===== config.mk =====
export PLATFORM = sky130hd
export DESIGN_NAME = fnmc_synth_ctl
export DESIGN_NICKNAME = d
export VERILOG_FILES = /design/src/fnmc_pkg.sv /design/src/fnmc_synth_ctl.sv
export SDC_FILE = /design/constraint.sdc
export NUM_CORES = 1
export LEC_CHECK = 0
export BUFFER_PORTS_ARGS = -buffer_cell sky130_fd_sc_hd__buf_2
export CORE_MARGIN = 3
export CORE_UTILIZATION = 30
export DETAILED_ROUTE_END_ITERATION = 16
export SETUP_SLACK_MARGIN = 0.02
export SLEW_MARGIN = 30
export SYNTH_ARGS = -nofsm -noshare
export SYNTH_HDL_FRONTEND = slang
export SYNTH_SLANG_ARGS = --single-unit

===== constraint.sdc =====
create_clock -name i_clk -period 12.02 [get_ports i_clk]
set_input_delay 0.601 -clock i_clk [delete_from_list [all_inputs] [get_ports i_clk]]
set_output_delay 0.601 -clock i_clk [all_outputs]
set_load 0.1 [all_outputs]

===== src/fnmc_pkg.sv =====
package fnmc_pkg;

    // ------------------------------------------------------------
    // Register map (byte addresses, one 32-bit word each)
    // ------------------------------------------------------------
    localparam logic [7:0] FNMC_OFS_CTRL = 8'h00;
    localparam logic [7:0] FNMC_OFS_PUMP = 8'h04;
    localparam logic [7:0] FNMC_OFS_CHAN = 8'h08;
    localparam logic [7:0] FNMC_OFS_STAT = 8'h0C;

    // ------------------------------------------------------------
    // Field positions
    // ------------------------------------------------------------
    localparam int FNMC_CTRL_FRACTION_MODULUS_SEL = 0;   // fraction_modulus_sel
    localparam int FNMC_CTRL_FRAC = 1;   // fractional mode enable
    localparam int FNMC_CTRL_STBY = 2;   // main_standby_bit
    localparam int FNMC_CTRL_EXP = 4;    // speed-up exponent, 2 bit
    localparam int FNMC_CTRL_KRAT = 8;   // integral gain ratio, 4 bit
    localparam int FNMC_CHAN_DOWN = 0;   // down_count_length, 12 bit
    localparam int FNMC_CHAN_UP = 12;    // up_count_length, 8 bit
    localparam int FNMC_CHAN_NUM = 20;   // fraction_numerator, 3 bit

    // ------------------------------------------------------------
    // Widths, moduli and reset values
    // ------------------------------------------------------------
    localparam logic [3:0] FNMC_MOD_FIFTHS = 4'h5;
    localparam logic [3:0] FNMC_MOD_EIGHTHS = 4'h8;
    localparam logic [8:0] FNMC_UP_ZERO_AS = 9'h100;
    localparam logic [11:0] FNMC_RST_DOWN = 12'h003;
    localparam logic [7:0] FNMC_RST_UP = 8'h01;
    localparam logic [7:0] FNMC_RST_SCALE = 8'h01;

    // ------------------------------------------------------------
    // Timing: compensation gate length from the 50 MHz clock
    // ------------------------------------------------------------
    localparam int FNMC_CLK_PERIOD_NS = 20;
    localparam int FNMC_COMP_GATE_NS = 100;
    localparam int FNMC_COMP_GATE_CYC_I =
        (FNMC_COMP_GATE_NS / FNMC_CLK_PERIOD_NS < 1) ? 1 :
        FNMC_COMP_GATE_NS / FNMC_CLK_PERIOD_NS;
    localparam logic [3:0] FNMC_COMP_GATE_CYC =
        4'(FNMC_COMP_GATE_CYC_I);

    // ------------------------------------------------------------
    // Types
    // ------------------------------------------------------------
    typedef enum logic [1:0] {
        FNMC_ST_DOWN = 2'b01,
        FNMC_ST_UP = 2'b10
    } fnmc_state_e;

    typedef struct packed {
        logic fraction_modulus_sel;
        logic frac_en;
        logic standby;
        logic [1:0] up_exp;
        logic [3:0] k_ratio;
        logic [7:0] prop_scale;
    } fnmc_cfg_s;

    typedef struct packed {
        logic [11:0] down_len;
        logic [7:0] up_len;
        logic [2:0] numer;
    } fnmc_chan_s;

    typedef struct packed {
        logic [11:0] prop;
        logic integ_en;
        logic [15:0] integ;
        logic [6:0] comp;
        logic [10:0] comp_integ;
    } fnmc_pump_s;

endpackage


===== src/fnmc_synth_ctl.sv =====
`timescale 1ns/10ps
`default_nettype none
// Summary of operation
// - Speed-up is active while the load strobe is high and standby is off.
// - Speed-up multiplies proportional scale by two to the (exponent+1).
// - Speed-up enables integrating pump at boosted scale times ratio.
// - Every strobe triggers speed-up; controller keeps it short if unwanted.
// - Modulus select: 0 gives fifths, 1 gives eighths.
// - Each comparison cycle accumulator adds numerator, overflows on reaching modulus.
// - Overflow makes last down count use high ratio, adding one.
// - Fixed-length compensation gate, magnitude scaled by 3 bit accumulator.
// - Zero numerator clears accumulator, suppressing compensation pulses.
// - Eighths: quarter numerators clear bit 0, half clears bits 1:0.
// - Fractional speed-up scales compensation and drives integrating path.
// - Integrating pumps off outside speed-up; proportional always active.
// - Scale is 8 bit, exponent 2 bit, integral ratio 4 bit.
// - Modulus control is a complementary pair; positive usable alone.
// - Counter loads down length, counts to zero, up, reloads, repeats.
// - Comparison pulse on each reload, once per sum of both lengths.
// - Control high in down count, low in up count.
// - Up length is 8 bit; zero counts as 256.
// - Standby bit high places the synthesiser in standby.
module fnmc_synth_ctl (
    // Clock and reset
    input wire logic i_clk,
    input wire logic i_rst,
    // Register port
    input wire logic [7:0] i_addr,
    input wire logic [31:0] i_wdata,
    input wire logic i_wr,
    input wire logic i_rd,
    output logic [31:0] o_rdata,
    // Pins from outside the clock domain
    input wire logic i_prescaler_feedback_in,
    input wire logic i_synth_load_strobe,
    // Prescaler control and comparator
    output logic o_modulus_ctl_pos,
    output logic o_modulus_ctl_neg,
    output logic o_compare_pulse,
    // Charge pump settings
    output fnmc_pkg::fnmc_pump_s o_pump,
    output logic o_comp_gate_pulse,
    output logic o_standby
);
    import fnmc_pkg::*;

    // ------------------------------------------------------------
    // Pin synchronisers
    // ------------------------------------------------------------
    logic [2:0] fb_sync_r, fb_sync_nxt;
    logic [2:0] ls_sync_r, ls_sync_nxt;
    logic fb_filt_r, fb_filt_nxt;
    logic ls_filt_r, ls_filt_nxt;
    logic fb_edge;

    // Three stages; a level counts once stages two and three agree
    always_comb begin
        fb_sync_nxt = {fb_sync_r[1:0], i_prescaler_feedback_in};
        ls_sync_nxt = {ls_sync_r[1:0], i_synth_load_strobe};
        fb_filt_nxt = fb_filt_r;
        ls_filt_nxt = ls_filt_r;
        if (fb_sync_r[1] == fb_sync_r[2]) begin
            fb_filt_nxt = fb_sync_r[2];
        end
        if (ls_sync_r[1] == ls_sync_r[2]) begin
            ls_filt_nxt = ls_sync_r[2];
        end
    end

    // Rising feedback edge drives all sequencing
    assign fb_edge = (fb_sync_r[1] == fb_sync_r[2]) & fb_sync_r[2] &
                     ~fb_filt_r;

    always_ff @(posedge i_clk) begin
        if (i_rst) begin
            fb_sync_r <= 3'h0;
            ls_sync_r <= 3'h0;
            fb_filt_r <= 1'b0;
            ls_filt_r <= 1'b0;
        end else begin
            fb_sync_r <= fb_sync_nxt;
            ls_sync_r <= ls_sync_nxt;
            fb_filt_r <= fb_filt_nxt;
            ls_filt_r <= ls_filt_nxt;
        end
    end

    // ------------------------------------------------------------
    // Register file
    // ------------------------------------------------------------
    fnmc_cfg_s cfg_r, cfg_nxt;
    fnmc_chan_s chan_r, chan_nxt;
    logic [31:0] rdata_r, rdata_nxt;
    fnmc_state_e state_r, state_nxt;
    logic [11:0] cnt_r, cnt_nxt;
    logic [2:0] acc_r, acc_nxt;
    logic speed_r, speed_nxt;

    // Writes land in shadow copies; the counter picks them up later
    always_comb begin
        cfg_nxt = cfg_r;
        chan_nxt = chan_r;
        rdata_nxt = 32'h0;
        if (i_wr) begin
            unique case (i_addr)
                FNMC_OFS_CTRL: begin
                    cfg_nxt.fraction_modulus_sel = i_wdata[FNMC_CTRL_FRACTION_MODULUS_SEL];
                    cfg_nxt.frac_en = i_wdata[FNMC_CTRL_FRAC];
                    cfg_nxt.standby = i_wdata[FNMC_CTRL_STBY];
                    cfg_nxt.up_exp = i_wdata[FNMC_CTRL_EXP +: 2];
                    cfg_nxt.k_ratio = i_wdata[FNMC_CTRL_KRAT +: 4];
                end
                FNMC_OFS_PUMP: begin
                    cfg_nxt.prop_scale = i_wdata[7:0];
                end
                FNMC_OFS_CHAN: begin
                    chan_nxt.down_len = i_wdata[FNMC_CHAN_DOWN +: 12];
                    chan_nxt.up_len = i_wdata[FNMC_CHAN_UP +: 8];
                    chan_nxt.numer = i_wdata[FNMC_CHAN_NUM +: 3];
                end
                default: begin
                end
            endcase
        end
        // Unmapped reads return zero
        if (i_rd) begin
            unique case (i_addr)
                FNMC_OFS_CTRL: begin
                    rdata_nxt[FNMC_CTRL_FRACTION_MODULUS_SEL] = cfg_r.fraction_modulus_sel;
                    rdata_nxt[FNMC_CTRL_FRAC] = cfg_r.frac_en;
                    rdata_nxt[FNMC_CTRL_STBY] = cfg_r.standby;
                    rdata_nxt[FNMC_CTRL_EXP +: 2] = cfg_r.up_exp;
                    rdata_nxt[FNMC_CTRL_KRAT +: 4] = cfg_r.k_ratio;
                end
                FNMC_OFS_PUMP: begin
                    rdata_nxt[7:0] = cfg_r.prop_scale;
                end
                FNMC_OFS_CHAN: begin
                    rdata_nxt[FNMC_CHAN_DOWN +: 12] = chan_r.down_len;
                    rdata_nxt[FNMC_CHAN_UP +: 8] = chan_r.up_len;
                    rdata_nxt[FNMC_CHAN_NUM +: 3] = chan_r.numer;
                end
                FNMC_OFS_STAT: begin
                    rdata_nxt[11:0] = cnt_r;
                    rdata_nxt[14:12] = acc_r;
                    rdata_nxt[16] = (state_r == FNMC_ST_DOWN);
                    rdata_nxt[17] = speed_r;
                    rdata_nxt[18] = o_modulus_ctl_pos;
                end
                default: begin
                end
            endcase
        end
    end

    always_ff @(posedge i_clk) begin
        if (i_rst) begin
            cfg_r <= '{fraction_modulus_sel: 1'b0, frac_en: 1'b0, standby: 1'b0,
                       up_exp: 2'h0, k_ratio: 4'h0,
                       prop_scale: FNMC_RST_SCALE};
            chan_r <= '{down_len: FNMC_RST_DOWN, up_len: FNMC_RST_UP,
                        numer: 3'h0};
            rdata_r <= 32'h0;
        end else begin
            cfg_r <= cfg_nxt;
            chan_r <= chan_nxt;
            rdata_r <= rdata_nxt;
        end
    end

    assign o_rdata = rdata_r;

    // ------------------------------------------------------------
    // Up/down counter, accumulator and modulus control
    // ------------------------------------------------------------
    fnmc_chan_s act_r, act_nxt;
    logic fraction_modulus_sel_act_r, fraction_modulus_sel_act_nxt;
    logic frac_act_r, frac_act_nxt;
    logic ovf_nxt;
    logic mod_r, mod_nxt;
    logic cmp_r, cmp_nxt;
    logic [8:0] up_eff;
    logic [3:0] acc_sum;
    logic [3:0] modulus;
    logic [2:0] acc_new;
    logic [2:0] numer_new;

    // Zero up length stands for 256
    assign up_eff = (act_r.up_len == 8'h00) ? FNMC_UP_ZERO_AS :
                    {1'b0, act_r.up_len};

    // Values used in the cycle now starting are the freshly latched ones
    assign numer_new = chan_r.numer;
    assign modulus = cfg_r.fraction_modulus_sel ? FNMC_MOD_EIGHTHS :
                     FNMC_MOD_FIFTHS;
    assign acc_sum = {1'b0, acc_r} + {1'b0, numer_new};

    // Accumulator step, taken once per comparison cycle
    always_comb begin
        acc_new = acc_r;
        ovf_nxt = 1'b0;
        if (numer_new == 3'h0) begin
            acc_new = 3'h0;
        end else if (acc_sum >= modulus) begin
            acc_new = 3'(acc_sum - modulus);
            ovf_nxt = 1'b1;
        end else begin
            acc_new = acc_sum[2:0];
        end
        if (cfg_r.fraction_modulus_sel && numer_new[0] == 1'b0) begin
            if (numer_new[1]) begin
                acc_new[0] = 1'b0;
            end else begin
                acc_new[1:0] = 2'h0;
            end
        end
    end

    // Sequence advances only on feedback edges, held in standby
    always_comb begin
        state_nxt = state_r;
        cnt_nxt = cnt_r;
        act_nxt = act_r;
        fraction_modulus_sel_act_nxt = fraction_modulus_sel_act_r;
        frac_act_nxt = frac_act_r;
        acc_nxt = acc_r;
        cmp_nxt = 1'b0;
        if (cfg_r.standby) begin
            state_nxt = FNMC_ST_DOWN;
            cnt_nxt = chan_r.down_len;
            act_nxt = chan_r;
            acc_nxt = 3'h0;
        end else if (fb_edge) begin
            unique case (state_r)
                FNMC_ST_DOWN: begin
                    if (cnt_r <= 12'h001) begin
                        state_nxt = FNMC_ST_UP;
                        cnt_nxt = 12'h000;
                    end else begin
                        cnt_nxt = cnt_r - 12'h001;
                    end
                end
                FNMC_ST_UP: begin
                    if ({3'h0, cnt_r[8:0]} + 12'h001 >=
                        {3'h0, up_eff}) begin
                        state_nxt = FNMC_ST_DOWN;
                        cnt_nxt = chan_r.down_len;
                        act_nxt = chan_r;
                        fraction_modulus_sel_act_nxt = cfg_r.fraction_modulus_sel;
                        frac_act_nxt = cfg_r.frac_en;
                        acc_nxt = cfg_r.frac_en ? acc_new : 3'h0;
                        cmp_nxt = 1'b1;
                    end else begin
                        cnt_nxt = cnt_r + 12'h001;
                    end
                end
                default: begin
                    state_nxt = FNMC_ST_DOWN;
                    cnt_nxt = chan_r.down_len;
                end
            endcase
        end
    end

    // Overflow flag is kept for the whole down period that follows
    logic ovf_hold_r, ovf_hold_nxt;
    always_comb begin
        ovf_hold_nxt = ovf_hold_r;
        if (cfg_r.standby) begin
            ovf_hold_nxt = 1'b0;
        end else if (cmp_nxt) begin
            ovf_hold_nxt = cfg_r.frac_en & ovf_nxt;
        end
    end

    // Control follows next state, so it moves right after the edge
    always_comb begin
        mod_nxt = (state_nxt == FNMC_ST_DOWN);
        if (state_nxt == FNMC_ST_DOWN && cnt_nxt == 12'h001 &&
            ovf_hold_nxt) begin
            mod_nxt = 1'b0;
        end
    end

    always_ff @(posedge i_clk) begin
        if (i_rst) begin
            state_r <= FNMC_ST_DOWN;
            cnt_r <= FNMC_RST_DOWN;
            act_r <= '{down_len: FNMC_RST_DOWN, up_len: FNMC_RST_UP,
                       numer: 3'h0};
            fraction_modulus_sel_act_r <= 1'b0;
            frac_act_r <= 1'b0;
            acc_r <= 3'h0;
            ovf_hold_r <= 1'b0;
            mod_r <= 1'b1;
            cmp_r <= 1'b0;
        end else begin
            state_r <= state_nxt;
            cnt_r <= cnt_nxt;
            act_r <= act_nxt;
            fraction_modulus_sel_act_r <= fraction_modulus_sel_act_nxt;
            frac_act_r <= frac_act_nxt;
            acc_r <= acc_nxt;
            ovf_hold_r <= ovf_hold_nxt;
            mod_r <= mod_nxt;
            cmp_r <= cmp_nxt;
        end
    end

    // Complementary pair from one flop pair, positive usable alone
    logic modn_r;
    always_ff @(posedge i_clk) begin
        if (i_rst) begin
            modn_r <= 1'b0;
        end else begin
            modn_r <= ~mod_nxt;
        end
    end

    assign o_modulus_ctl_pos = mod_r;
    assign o_modulus_ctl_neg = modn_r;
    assign o_compare_pulse = cmp_r;

    // ------------------------------------------------------------
    // Speed-up, pump scaling and compensation gate
    // ------------------------------------------------------------
    fnmc_pump_s pump_r, pump_nxt;
    logic [3:0] gate_cnt_r, gate_cnt_nxt;
    logic gate_r, gate_nxt;
    logic stby_r, stby_nxt;
    logic [11:0] prop_boost;
    logic [6:0] comp_boost;

    // Speed-up follows the strobe level, every load triggers it
    assign speed_nxt = ls_filt_r & ~cfg_r.standby;

    // Shift by exponent+1 gives the factors 2, 4, 8 or 16
    assign prop_boost = {4'h0, cfg_r.prop_scale} <<
                        ({1'b0, cfg_r.up_exp} + 3'h1);
    assign comp_boost = {4'h0, acc_r} <<
                        ({1'b0, cfg_r.up_exp} + 3'h1);

    always_comb begin
        pump_nxt.prop = {4'h0, cfg_r.prop_scale};
        pump_nxt.integ_en = 1'b0;
        pump_nxt.integ = 16'h0000;
        pump_nxt.comp = frac_act_r ? {4'h0, acc_r} : 7'h00;
        pump_nxt.comp_integ = 11'h000;
        if (speed_r) begin
            pump_nxt.prop = prop_boost;
            pump_nxt.integ_en = 1'b1;
            pump_nxt.integ = 16'({4'h0, prop_boost} *
                                 {12'h000, cfg_r.k_ratio});
            if (frac_act_r) begin
                pump_nxt.comp = comp_boost;
                pump_nxt.comp_integ = 11'({4'h0, comp_boost} *
                                          {7'h00, cfg_r.k_ratio});
            end
        end
    end

    // Gate of fixed length from the local clock, none for a zero value
    always_comb begin
        gate_cnt_nxt = gate_cnt_r;
        gate_nxt = 1'b0;
        if (cmp_r && frac_act_r && acc_r != 3'h0) begin
            gate_cnt_nxt = FNMC_COMP_GATE_CYC;
        end else if (gate_cnt_r != 4'h0) begin
            gate_cnt_nxt = gate_cnt_r - 4'h1;
        end
        if (gate_cnt_nxt != 4'h0) begin
            gate_nxt = 1'b1;
        end
        stby_nxt = cfg_r.standby;
    end

    always_ff @(posedge i_clk) begin
        if (i_rst) begin
            speed_r <= 1'b0;
            pump_r <= '0;
            gate_cnt_r <= 4'h0;
            gate_r <= 1'b0;
            stby_r <= 1'b0;
        end else begin
            speed_r <= speed_nxt;
            pump_r <= pump_nxt;
            gate_cnt_r <= gate_cnt_nxt;
            gate_r <= gate_nxt;
            stby_r <= stby_nxt;
        end
    end

    assign o_pump = pump_r;
    assign o_comp_gate_pulse = gate_r;
    assign o_standby = stby_r;

endmodule
`default_nettype wire


==> results of run 1 <==
## worst max-delay path: stages, from the launching register on
cell and delay, ps:
dfxtp_1 840, ha_1 760, inv_1 410, o21ai_0 580
nand2_1 140, fa_1 520, inv_1 50, fa_1 470
ha_1 360, a21o_1 190, a31oi_1 220, o21ai_0 180
o41ai_1 450, o21ai_0 200, xnor2_1 180, nor2_1 60
## state kept, by name, indices dropped and copies added (netlist names), 2 cells and up
register    count
o_pump         47
o_rdata        23
chan_r         20
cfg_r          16
cnt_r          12
act_r           8
gate_cnt_r      4
acc_r           3
fb_sync_r       3
ls_sync_r       3
numer_new       3
state_r         2
## stage by stage
stage	utilization, %	hold slack [ps]	setup WS, ps	cells
final	35.4	396	6290	1563
after global routing	35.4	397	5750	1562
after CTS	35.3	384	6270	1562
after detailed placement	33.5	430	6320	1530
after global placement	33.4	420	6350	1529
after floorplan	-	414	7460	1086
## how the worst max path moves through the flow
stage / startpoint / endpoint / slack, ps / depth (start not counted)
3_5_place_dp: cfg_r[12]$_SDFFE_PP0P_ / o_pump[33]$_SDFF_PP0_ / 6320 / 15
6_report: cfg_r[12]$_SDFFE_PP0P_ / o_pump[33]$_SDFF_PP0_ / 6290 / 15
3_3_place_gp: cfg_r[12]$_SDFFE_PP0P_ / o_pump[33]$_SDFF_PP0_ / 6350 / 15
2_1_floorplan: cfg_r[12]$_SDFFE_PP0P_ / o_pump[32]$_SDFF_PP0_ / 7460 / 20
5_1_grt: cfg_r[12]$_SDFFE_PP0P_ / o_pump[33]$_SDFF_PP0_ / 5750 / 15
4_1_cts: cfg_r[12]$_SDFFE_PP0P_ / o_pump[33]$_SDFF_PP0_ / 6270 / 15
## cell families (layout without fill, tap and decap cells)
kind of cell | Yosys count | after routing | share of synthesized area (%)
simple gates | 409 | 409 | 21.0
compound gates | 192 | 192 | 13.9
flops | 155 | 155 | 33.2
buf+inv | 140 | 226 | 7.17
fa+ha+maj | 90 | 90 | 14.5
mux | 59 | 59 | 7.13
xor+xnor | 32 | 32 | 3.00
other cells | 1 | 10 | 0.0402
## final cells by class
class | count | area, um^2
Timing Repair Buffer | 119 | 619
Tap cell | 390 | 488
Clock inverter | 14 | 136
Clock buffer | 18 | 429
Sequential cell | 155 | 3100
Antenna cell | 1 | 2.50
Inverter | 75 | 282
Multi-Input combinational cell | 791 | 5620
Fill cell | 3134 | 19500
## Yosys cell counts, types with 6 or more instances
cell type	count	area share (%)
nor2b_1	20	1.3
a22oi_1	8	0.64
nor3_1	17	0.91
a21o_1	15	1.2
a211oi_1	6	0.48
dfxtp_1	155	33
nor4_1	7	0.47
mux2i_1	44	4.7
a21oi_1	65	3.5
nand2b_1	10	0.67
clkbuf_1	39	1.6
ha_1	59	7.9
fa_1	31	6.6
mux2_2	10	1.2
and3_1	23	1.5
o21ai_0	19	1.0
xor2_1	10	0.94
a31oi_1	9	0.60
nor2_1	118	4.7
inv_1	75	3.0
o21bai_1	10	0.80
buf_4	9	0.72
xnor2_1	22	2.1
nand3_1	22	1.2
and2_1	37	2.5
nand2_1	125	5.0
o221ai_1	6	0.56
## metal layers
layer / part of all wire (%) / vias up
met5: 0.051 / -
met4: 1.9 / 2
met3: 5.6 / 32
met2: 43 / 215
met1: 49 / 3578
li1: - / 3817
## power by group
| part | switching (mW) | internal, mW |
|---|---|---|
| logic | 0.0736 | 0.0313 |
| clock network | 0.236 | 0.289 |
| registers | 0.00873 | 0.523 |
| total | 0.318 | 0.844 |
==> flow_summary.toml, run 1 <==
[global_route]
use_met3_pct = 2.71
met1_usage_pct = 22.1
overflow = 0
grt_usage_pct = 15.4
grt_pass1_wl_um = 40900
grt_max_degree = 61
grt_pass1_vias = 7460
grt.busiest_layer = "met2"
met2_usage_pct = 23.9
antenna_found_initial = 1

[timing]
rsz0062_at_grt = "no"
period_share_pct = 47.6
totalNegativeSetupSlack_ps = 0
hold_viol = 0
relSlewSlack_pct = 46.3
slew_viol_final = 0
max_freq_mhz = 175
setup_viol = 0
worstMarginPinSlew_ps = 805
clock_skew_ps = 14.4
period_needed_ps = 5730

[finish]
final_area_um2 = 10700
layout_commonest_cell = "dfxtp_1"
final_cell_mix = "dfxtp_1, nand2_1, nor2_1"
fin_nets = 1295
drive_gt1_share_pct = 16.6
area_growth_pct = 14.3

[critical_path]
crit_type = "flop to flop"
critPathCaptureType = "flop"
cp_max_fo = 23
r2r_start = "cfg_r[12]$_SDFFE_PP0P_"
required_ps = 12330
worstRegToRegCells = 15
startpoint_type = "flop"
worstPathArrival_ps = 6040
reg2reg_slack_ps = 6290
r2r_end = "o_pump[33]$_SDFF_PP0_"

[power_and_ir_drop]
p_leak_nw = 4.90
powerDensity_nw_per_um2 = 109
total_power_mw = 1.16
worst_ir_drop_vdd_mv = 0.100

[clocking]
cts_hold_buffers = 0
clockRootBuffer = "clkbuf_16"
cts_tree = "done"
clk_latency_ps = 430
cts.sinks = 155
ctsResizeCount = 0
cts.path.max_buffers = 2
clkTransAtPathRegs_ps = 70
htree_levels = 4
cts_buffers = 17
post-cts-setup-buffers = 0

[drt]
wl_per_cell_um = 16.3
vias = 7644
ant_nets = 0
vias_per_cell = 4.89
drt_first_iter_violations = 498
wirelength_um = 25500
drcViolationCount = 0
firstDrtPassIters = 5

[place]
gp_congestion = 0.911
dp_hpwl_um = 19400
io_buffers = 111
dpl_cell_area_um2 = 10100

[die]
num_rows = 63
chipWidth_um = 182
start_util_pct = 30.9
io_pins = 130
die_h_um = 182
dieArea_um2 = 33300
core_um2 = 30200

[yosys]
synthFlopType = "dfxtp_1"
syn-instance-count = 1078
synth_area_um2 = 9340
synth_edf_count = 0
synthDistinctLibCells = 81
ys_warn_count = 0
async_reset_ff_share_pct = 0
ys_seq_elements = 155
yosysSeqAreaShare_pct = 33.2
syn_area_per_cell_um2 = 8.66

[min_path]
min_path_cells = 2
min_to = "fb_sync_r[0]$_SDFF_PP0_"
hold_class = "primary input to flop"
worstHoldStart = "i_prescaler_feedback_in"

[job]
drv_cap = 0

[run_status]
outcome = "completed"
No activity file was read; power rests on OpenSTA's default activity.
==> inputs of run 2 (changes only) <==
- ABC_AREA: default -> 1
- clock period: 12.02 -> 5.7 ns (I/O delays scaled with it)
==> flow_summary.toml, run 2 <==
[run_status]
outcome = "completed"

[die]
chipWidth_um = 182
core_um2 = 30100
num_rows = 63
dieArea_um2 = 33100
io_pins = 130
die_h_um = 182
start_util_pct = 30.9

[critical_path]
crit_chain = "ha_1 > clkinv_1 > mux2i_1 > o21ai_0 > nand2_1 > fa_1 > inv_1 > fa_1 > ha_1 > inv_1 > nor4_1 > nand3_1 > nand4_1 > nand2_1 > inv_1 > nand2_1 > o21a_1 > o21ai_0 > a21oi_1"
r2r_end = "o_pump[33]$_SDFF_PP0_"
slowest_delay_ps = 540
slowest_stage = "fa_1"
crit_cells = 19
crit_end = "o_pump[33]$_SDFF_PP0_"
worstRegToRegCells = 19
crit_type = "flop to flop"
path_delay_family = "adder cells"
worstPathArrival_ps = 5050
path_buf_inv = 4
reg2reg_slack_ps = 980
startpoint_type = "flop"
r2r_start = "cfg_r[13]$_SDFFE_PP0P_"
critPathCaptureType = "flop"
worstSetupStartpoint = "cfg_r[13]$_SDFFE_PP0P_"
cp_max_fo = 15
required_ps = 6030

[place]
place_inst = 1759
gp_congestion = 0.895
dp_hpwl_um = 20600
io_buffers = 111

[clocking]
cts.path.max_buffers = 2
clockRootBuffer = "clkbuf_16"
cts_buffers = 17
clkTransAtPathRegs_ps = 70
htree_levels = 4
post-cts-setup-buffers = 0
ctsResizeCount = 0
clk_latency_ps = 440
cts.sinks = 155
cts_tree = "done"
cts_hold_buffers = 0

[timing]
totalNegativeSetupSlack_ps = 0
hold-worst-slack_ps = 56.9
rsz0062_at_grt = "no"
period_needed_ps = 4720
max_freq_mhz = 212
setup_viol = 0
period_share_pct = 82.7
clock_skew_ps = 10.9
relSlewSlack_pct = 37.3
slew_viol_final = 0
worstMarginPinSlew_ps = 937
hold_viol = 0

[finish]
multi_input_area_um2 = 5120
area_growth_pct = 15.0
diodes = 0
drive_gt1_share_pct = 12.0
fin_nets = 1524
largest_reg_flops = 47
seqCellArea_um2 = 3100
final_cell_count_no_fill = 1791
final_cell_mix = "nand2_1, inv_1, nor2_1"
layout_commonest_cell = "nand2_1"
n_fill_cell = 3232

[yosys]
async_reset_ff_share_pct = 0
synthTopCellsByCount = "nand2_1, inv_1, nor2_1, dfxtp_1, a21oi_1"
ys_seq_elements = 155
synth_area_um2 = 9290
synth_area_leaders = "dfxtp_1, nand2_1, inv_1"
synthDistinctLibCells = 49
ys_warn_count = 0
synth_top_area_share_pct = 33.4
synthFlopType = "dfxtp_1"
synth_edf_count = 0
yosysSeqAreaShare_pct = 33.4
synth_largest_area_cell = "dfxtp_1"
synth.most_common_cell = "nand2_1"
syn_area_per_cell_um2 = 7.12
syn-instance-count = 1304

[global_route]
grt_max_degree = 55
overflow = 0
grt_pass1_vias = 7978
grt_usage_pct = 15.9
antenna_found_initial = 0
grt_pass1_wl_um = 42500

[drt]
wl_per_cell_um = 15.0
wirelength_um = 26800
drt_first_iter_violations = 610
ant_nets = 0
drcViolationCount = 0
firstDrtPassIters = 5
vias_per_cell = 4.78
vias = 8568

[power_and_ir_drop]
p_leak_nw = 5.11
worst_ir_drop_vdd_mv = 0.192
total_power_mw = 2.43
powerDensity_nw_per_um2 = 228

[job]
drv_cap = 0

[min_path]
hold_class = "primary input to flop"
run 2: changes by cell type in the layout (fill, tap and decap cells not counted), moves of 36 or more:
| cell | previous run | this run |
|---|---|---|
| nor2_1 | 118 | 158 |
| a21oi_1 | 65 | 119 |
| nand2_1 | 125 | 230 |
| and2_1 | 37 | 1 |
| inv_1 | 75 | 201 |
| mux2i_1 | 44 | 1 |
| o21ai_0 | 19 | 109 |
run 2: logic make-up after synthesis:
group                    after synthesis  share of synthesized area (%)
XOR/XNOR                              12                           1.13
adder cells (fa/ha/maj)               90                           14.6
AND/OR/NAND/NOR                      496                           22.7
AO/OA/AOI/OAI                        277                           16.2
multiplexers                           1                          0.108
flip-flops                           155                           33.4
other                                  1                         0.0404
buffers and inverters                272                           11.8
run 2: worst min path at each step:
stage | slack, ps | cells after the start | end | from
6_report | 60 | 3 | ls_sync_r[0]$_SDFF_PP0_ | i_synth_load_strobe
3_5_place_dp | 400 | 2 | fb_sync_r[1]$_SDFF_PP0_ | fb_sync_r[0]$_SDFF_PP0_
3_3_place_gp | 400 | 2 | fb_sync_r[1]$_SDFF_PP0_ | fb_sync_r[0]$_SDFF_PP0_
2_1_floorplan | 390 | 2 | fb_sync_r[1]$_SDFF_PP0_ | fb_sync_r[0]$_SDFF_PP0_
5_1_grt | 60 | 3 | fb_sync_r[0]$_SDFF_PP0_ | i_prescaler_feedback_in
4_1_cts | 50 | 3 | ls_sync_r[0]$_SDFF_PP0_ | i_synth_load_strobe
run 2: through the flow:
step                util (%)  instance area [um^2]  setup WS (ps)
CTS                     35.5                 10700            983
global placement        33.6                 10100           1120
detailed placement      33.6                 10100            991
floorplan                  -                  9320           1610
global route            35.5                 10700            499
finish                  35.5                 10700            984
run 2: cell type report:
class                           count  share of cell area, %
Sequential cell                   155                   29.1
Clock inverter                     14                   1.19
Tap cell                          390                   4.57
Timing Repair Buffer              116                   5.55
Multi-Input combinational cell    885                   48.0
Clock buffer                       18                   4.11
Inverter                          213                   7.53
run 2: metal layers:
layer,track usage (%),wire (um)
met1,21.5,12100
met2,25.8,12300
met3,3.33,1940
met4,4.39,401
met5,0,0
run 2: worst min-delay path, cell delays in order:
cell,delay [ps]
buf_2,90
inv_1,40
nor2_1,30
run 2: power breakdown:
part | leakage, nW | internal, mW | switching [mW]
logic | 3.58 | 0.0541 | 0.153
clock network | 0.280 | 0.588 | 0.528
registers | 1.25 | 1.10 | 0.00741
total | 5.11 | 1.74 | 0.688
==> inputs of run 3 (changes only) <==
- clock period: 5.7 -> 4.08 ns (I/O delays scaled with it)
==> flow_summary.toml, run 3 (synthesis results as in run 2) <==
[run_status]
outcome = "completed"

[drt]
drcViolationCount = 0
wirelength_um = 27300
drt_first_iter_violations = 713
wl_per_cell_um = 14.7
vias_per_cell = 4.79
firstDrtPassIters = 5
vias = 8887
ant_nets = 0

[global_route]
grt_pass1_wl_um = 42800
antenna_found_initial = 1
overflow = 0
grt_usage_pct = 16.0
grt_max_degree = 54
grt_pass1_vias = 8373

[die]
chipWidth_um = 182
start_util_pct = 30.9
num_rows = 63
io_pins = 130
core_um2 = 30100
die_h_um = 182
dieArea_um2 = 33100

[clocking]
htree_levels = 4
cts.path.max_buffers = 2
clkTransAtPathRegs_ps = 70
clockRootBuffer = "clkbuf_16"
cts_buffers = 17
clk_latency_ps = 440
cts.sinks = 155
cts_tree = "done"

[critical_path]
crit_chain = "ha_4 > buf_8 > nand2_2 > o21ai_2 > nor2_2 > inv_2 > nor2_2 > fa_1 > inv_1 > fa_1 > inv_2 > fa_2 > nand2_2 > inv_2 > o21a_1 > nor2_1 > nor2_1 > nor2_1 > o21bai_1 > nand2_1 > nand2_1 > a21o_1 > or2_4 > a21oi_2"
worstSetupStartpoint = "cfg_r[12]$_SDFFE_PP0P_"
required_ps = 4440
worstPathArrival_ps = 4350
cp_max_fo = 6
r2r_start = "cfg_r[12]$_SDFFE_PP0P_"
crit_type = "flop to flop"
slowest_delay_ps = 520
startpoint_type = "flop"
slowest_stage = "fa_1"
critPathCaptureType = "flop"

[finish]
area_growth_pct = 22.0
n_fill_cell = 3222
drive_gt1_share_pct = 17.8
largest_reg_flops = 47
final_cell_mix = "nand2_1, inv_1, nor2_1, dfxtp_1, a21oi_1"
layout_commonest_cell = "nand2_1"
final_area_um2 = 11300
final_cell_count_no_fill = 1854
diodes = 0
fin_nets = 1587

[place]
dp_hpwl_um = 21000
place_inst = 1811
gp_congestion = 0.899
dpl_cell_area_um2 = 10500
io_buffers = 111
place_ws_ps = -66.7

[timing]
period_share_pct = 97.9
relSlewSlack_pct = 35.3
clock_skew_ps = 15.0
setup_viol = 0
period_needed_ps = 3990
max_freq_mhz = 250
slew_viol_final = 0
setup_ws_ps = 86.8
hold_viol = 0
rsz0062_at_grt = "yes"
worstMarginPinSlew_ps = 968

[min_path]
hold_class = "primary input to flop"
worstHoldStart = "i_wdata[12]"

[job]
drv_cap = 0

[power_and_ir_drop]
p_leak_nw = 5.42
worst_ir_drop_vdd_mv = 0.285
total_power_mw = 3.42
powerDensity_nw_per_um2 = 302
[run 3: critical path, delay by kind of cell, from the launching register on]
kind	cells	cell delay (ps)
DFF	1	360
and+or+nand+nor	10	880
adders and majority gates	4	1690
buffers and inverters	5	330
AOI/OAI and AO/OA	5	660
[run 3: through the flow]
stage	TNS (ps)	util [%]	hold WS, ps
finish	0	37.6	9.82
global route	-295	37.6	31.3
CTS	0	36.9	0.957
detailed placement	-98.2	34.9	401
global placement	-1.97	34.9	399
floorplan	0	-	311
[run 3: per-layer routing]
metal | routed length [um] | global-route usage [%]
met1 | 12300 | 21.1
met2 | 12800 | 26.8
met3 | 1660 | 3.00
met4 | 473 | 4.42
met5 | 0 | 0
[run 3: report_power, final]
part | internal (mW) | switching, mW
Combinational | 0.0807 | 0.212
Sequential | 1.54 | 0.0111
Clock | 0.818 | 0.763
[run 3: cell type report]
| type | instances | area, um^2 | area share [%] |
|---|---|---|---|
| clock buffer | 17 | 425 | 3.75 |
| multi-input combinational | 885 | 5240 | 46.3 |
| inverter | 213 | 807 | 7.12 |
| timing repair buffer | 179 | 1110 | 9.78 |
| tap | 390 | 488 | 4.31 |
| sequential | 155 | 3110 | 27.4 |
| clock inverter | 15 | 151 | 1.34 |
[run 3: path summary, 6_finish.rpt]
check | end | slack (ps) | cells after the start
worst max-delay path | o_pump[10]$_SDFF_PP0_ | 90 | 24
worst min-delay path | chan_r[3]$_SDFFE_PP1P_ | 10 | 3
worst max register to register | o_pump[10]$_SDFF_PP0_ | 90 | 24
worst min register to register | fb_sync_r[1]$_SDFF_PP0_ | 410 | 2
[run 3: timing repair]
item                                   4_1_cts  5_1_grt
setup endpoints to repair                    3        8
cloned                                       0        1
hold buffers                                 2        0
pin swaps                                    0       26
buffers inserted                             0        8
resized for setup                            9       53
endpoints found under the hold margin        2        0
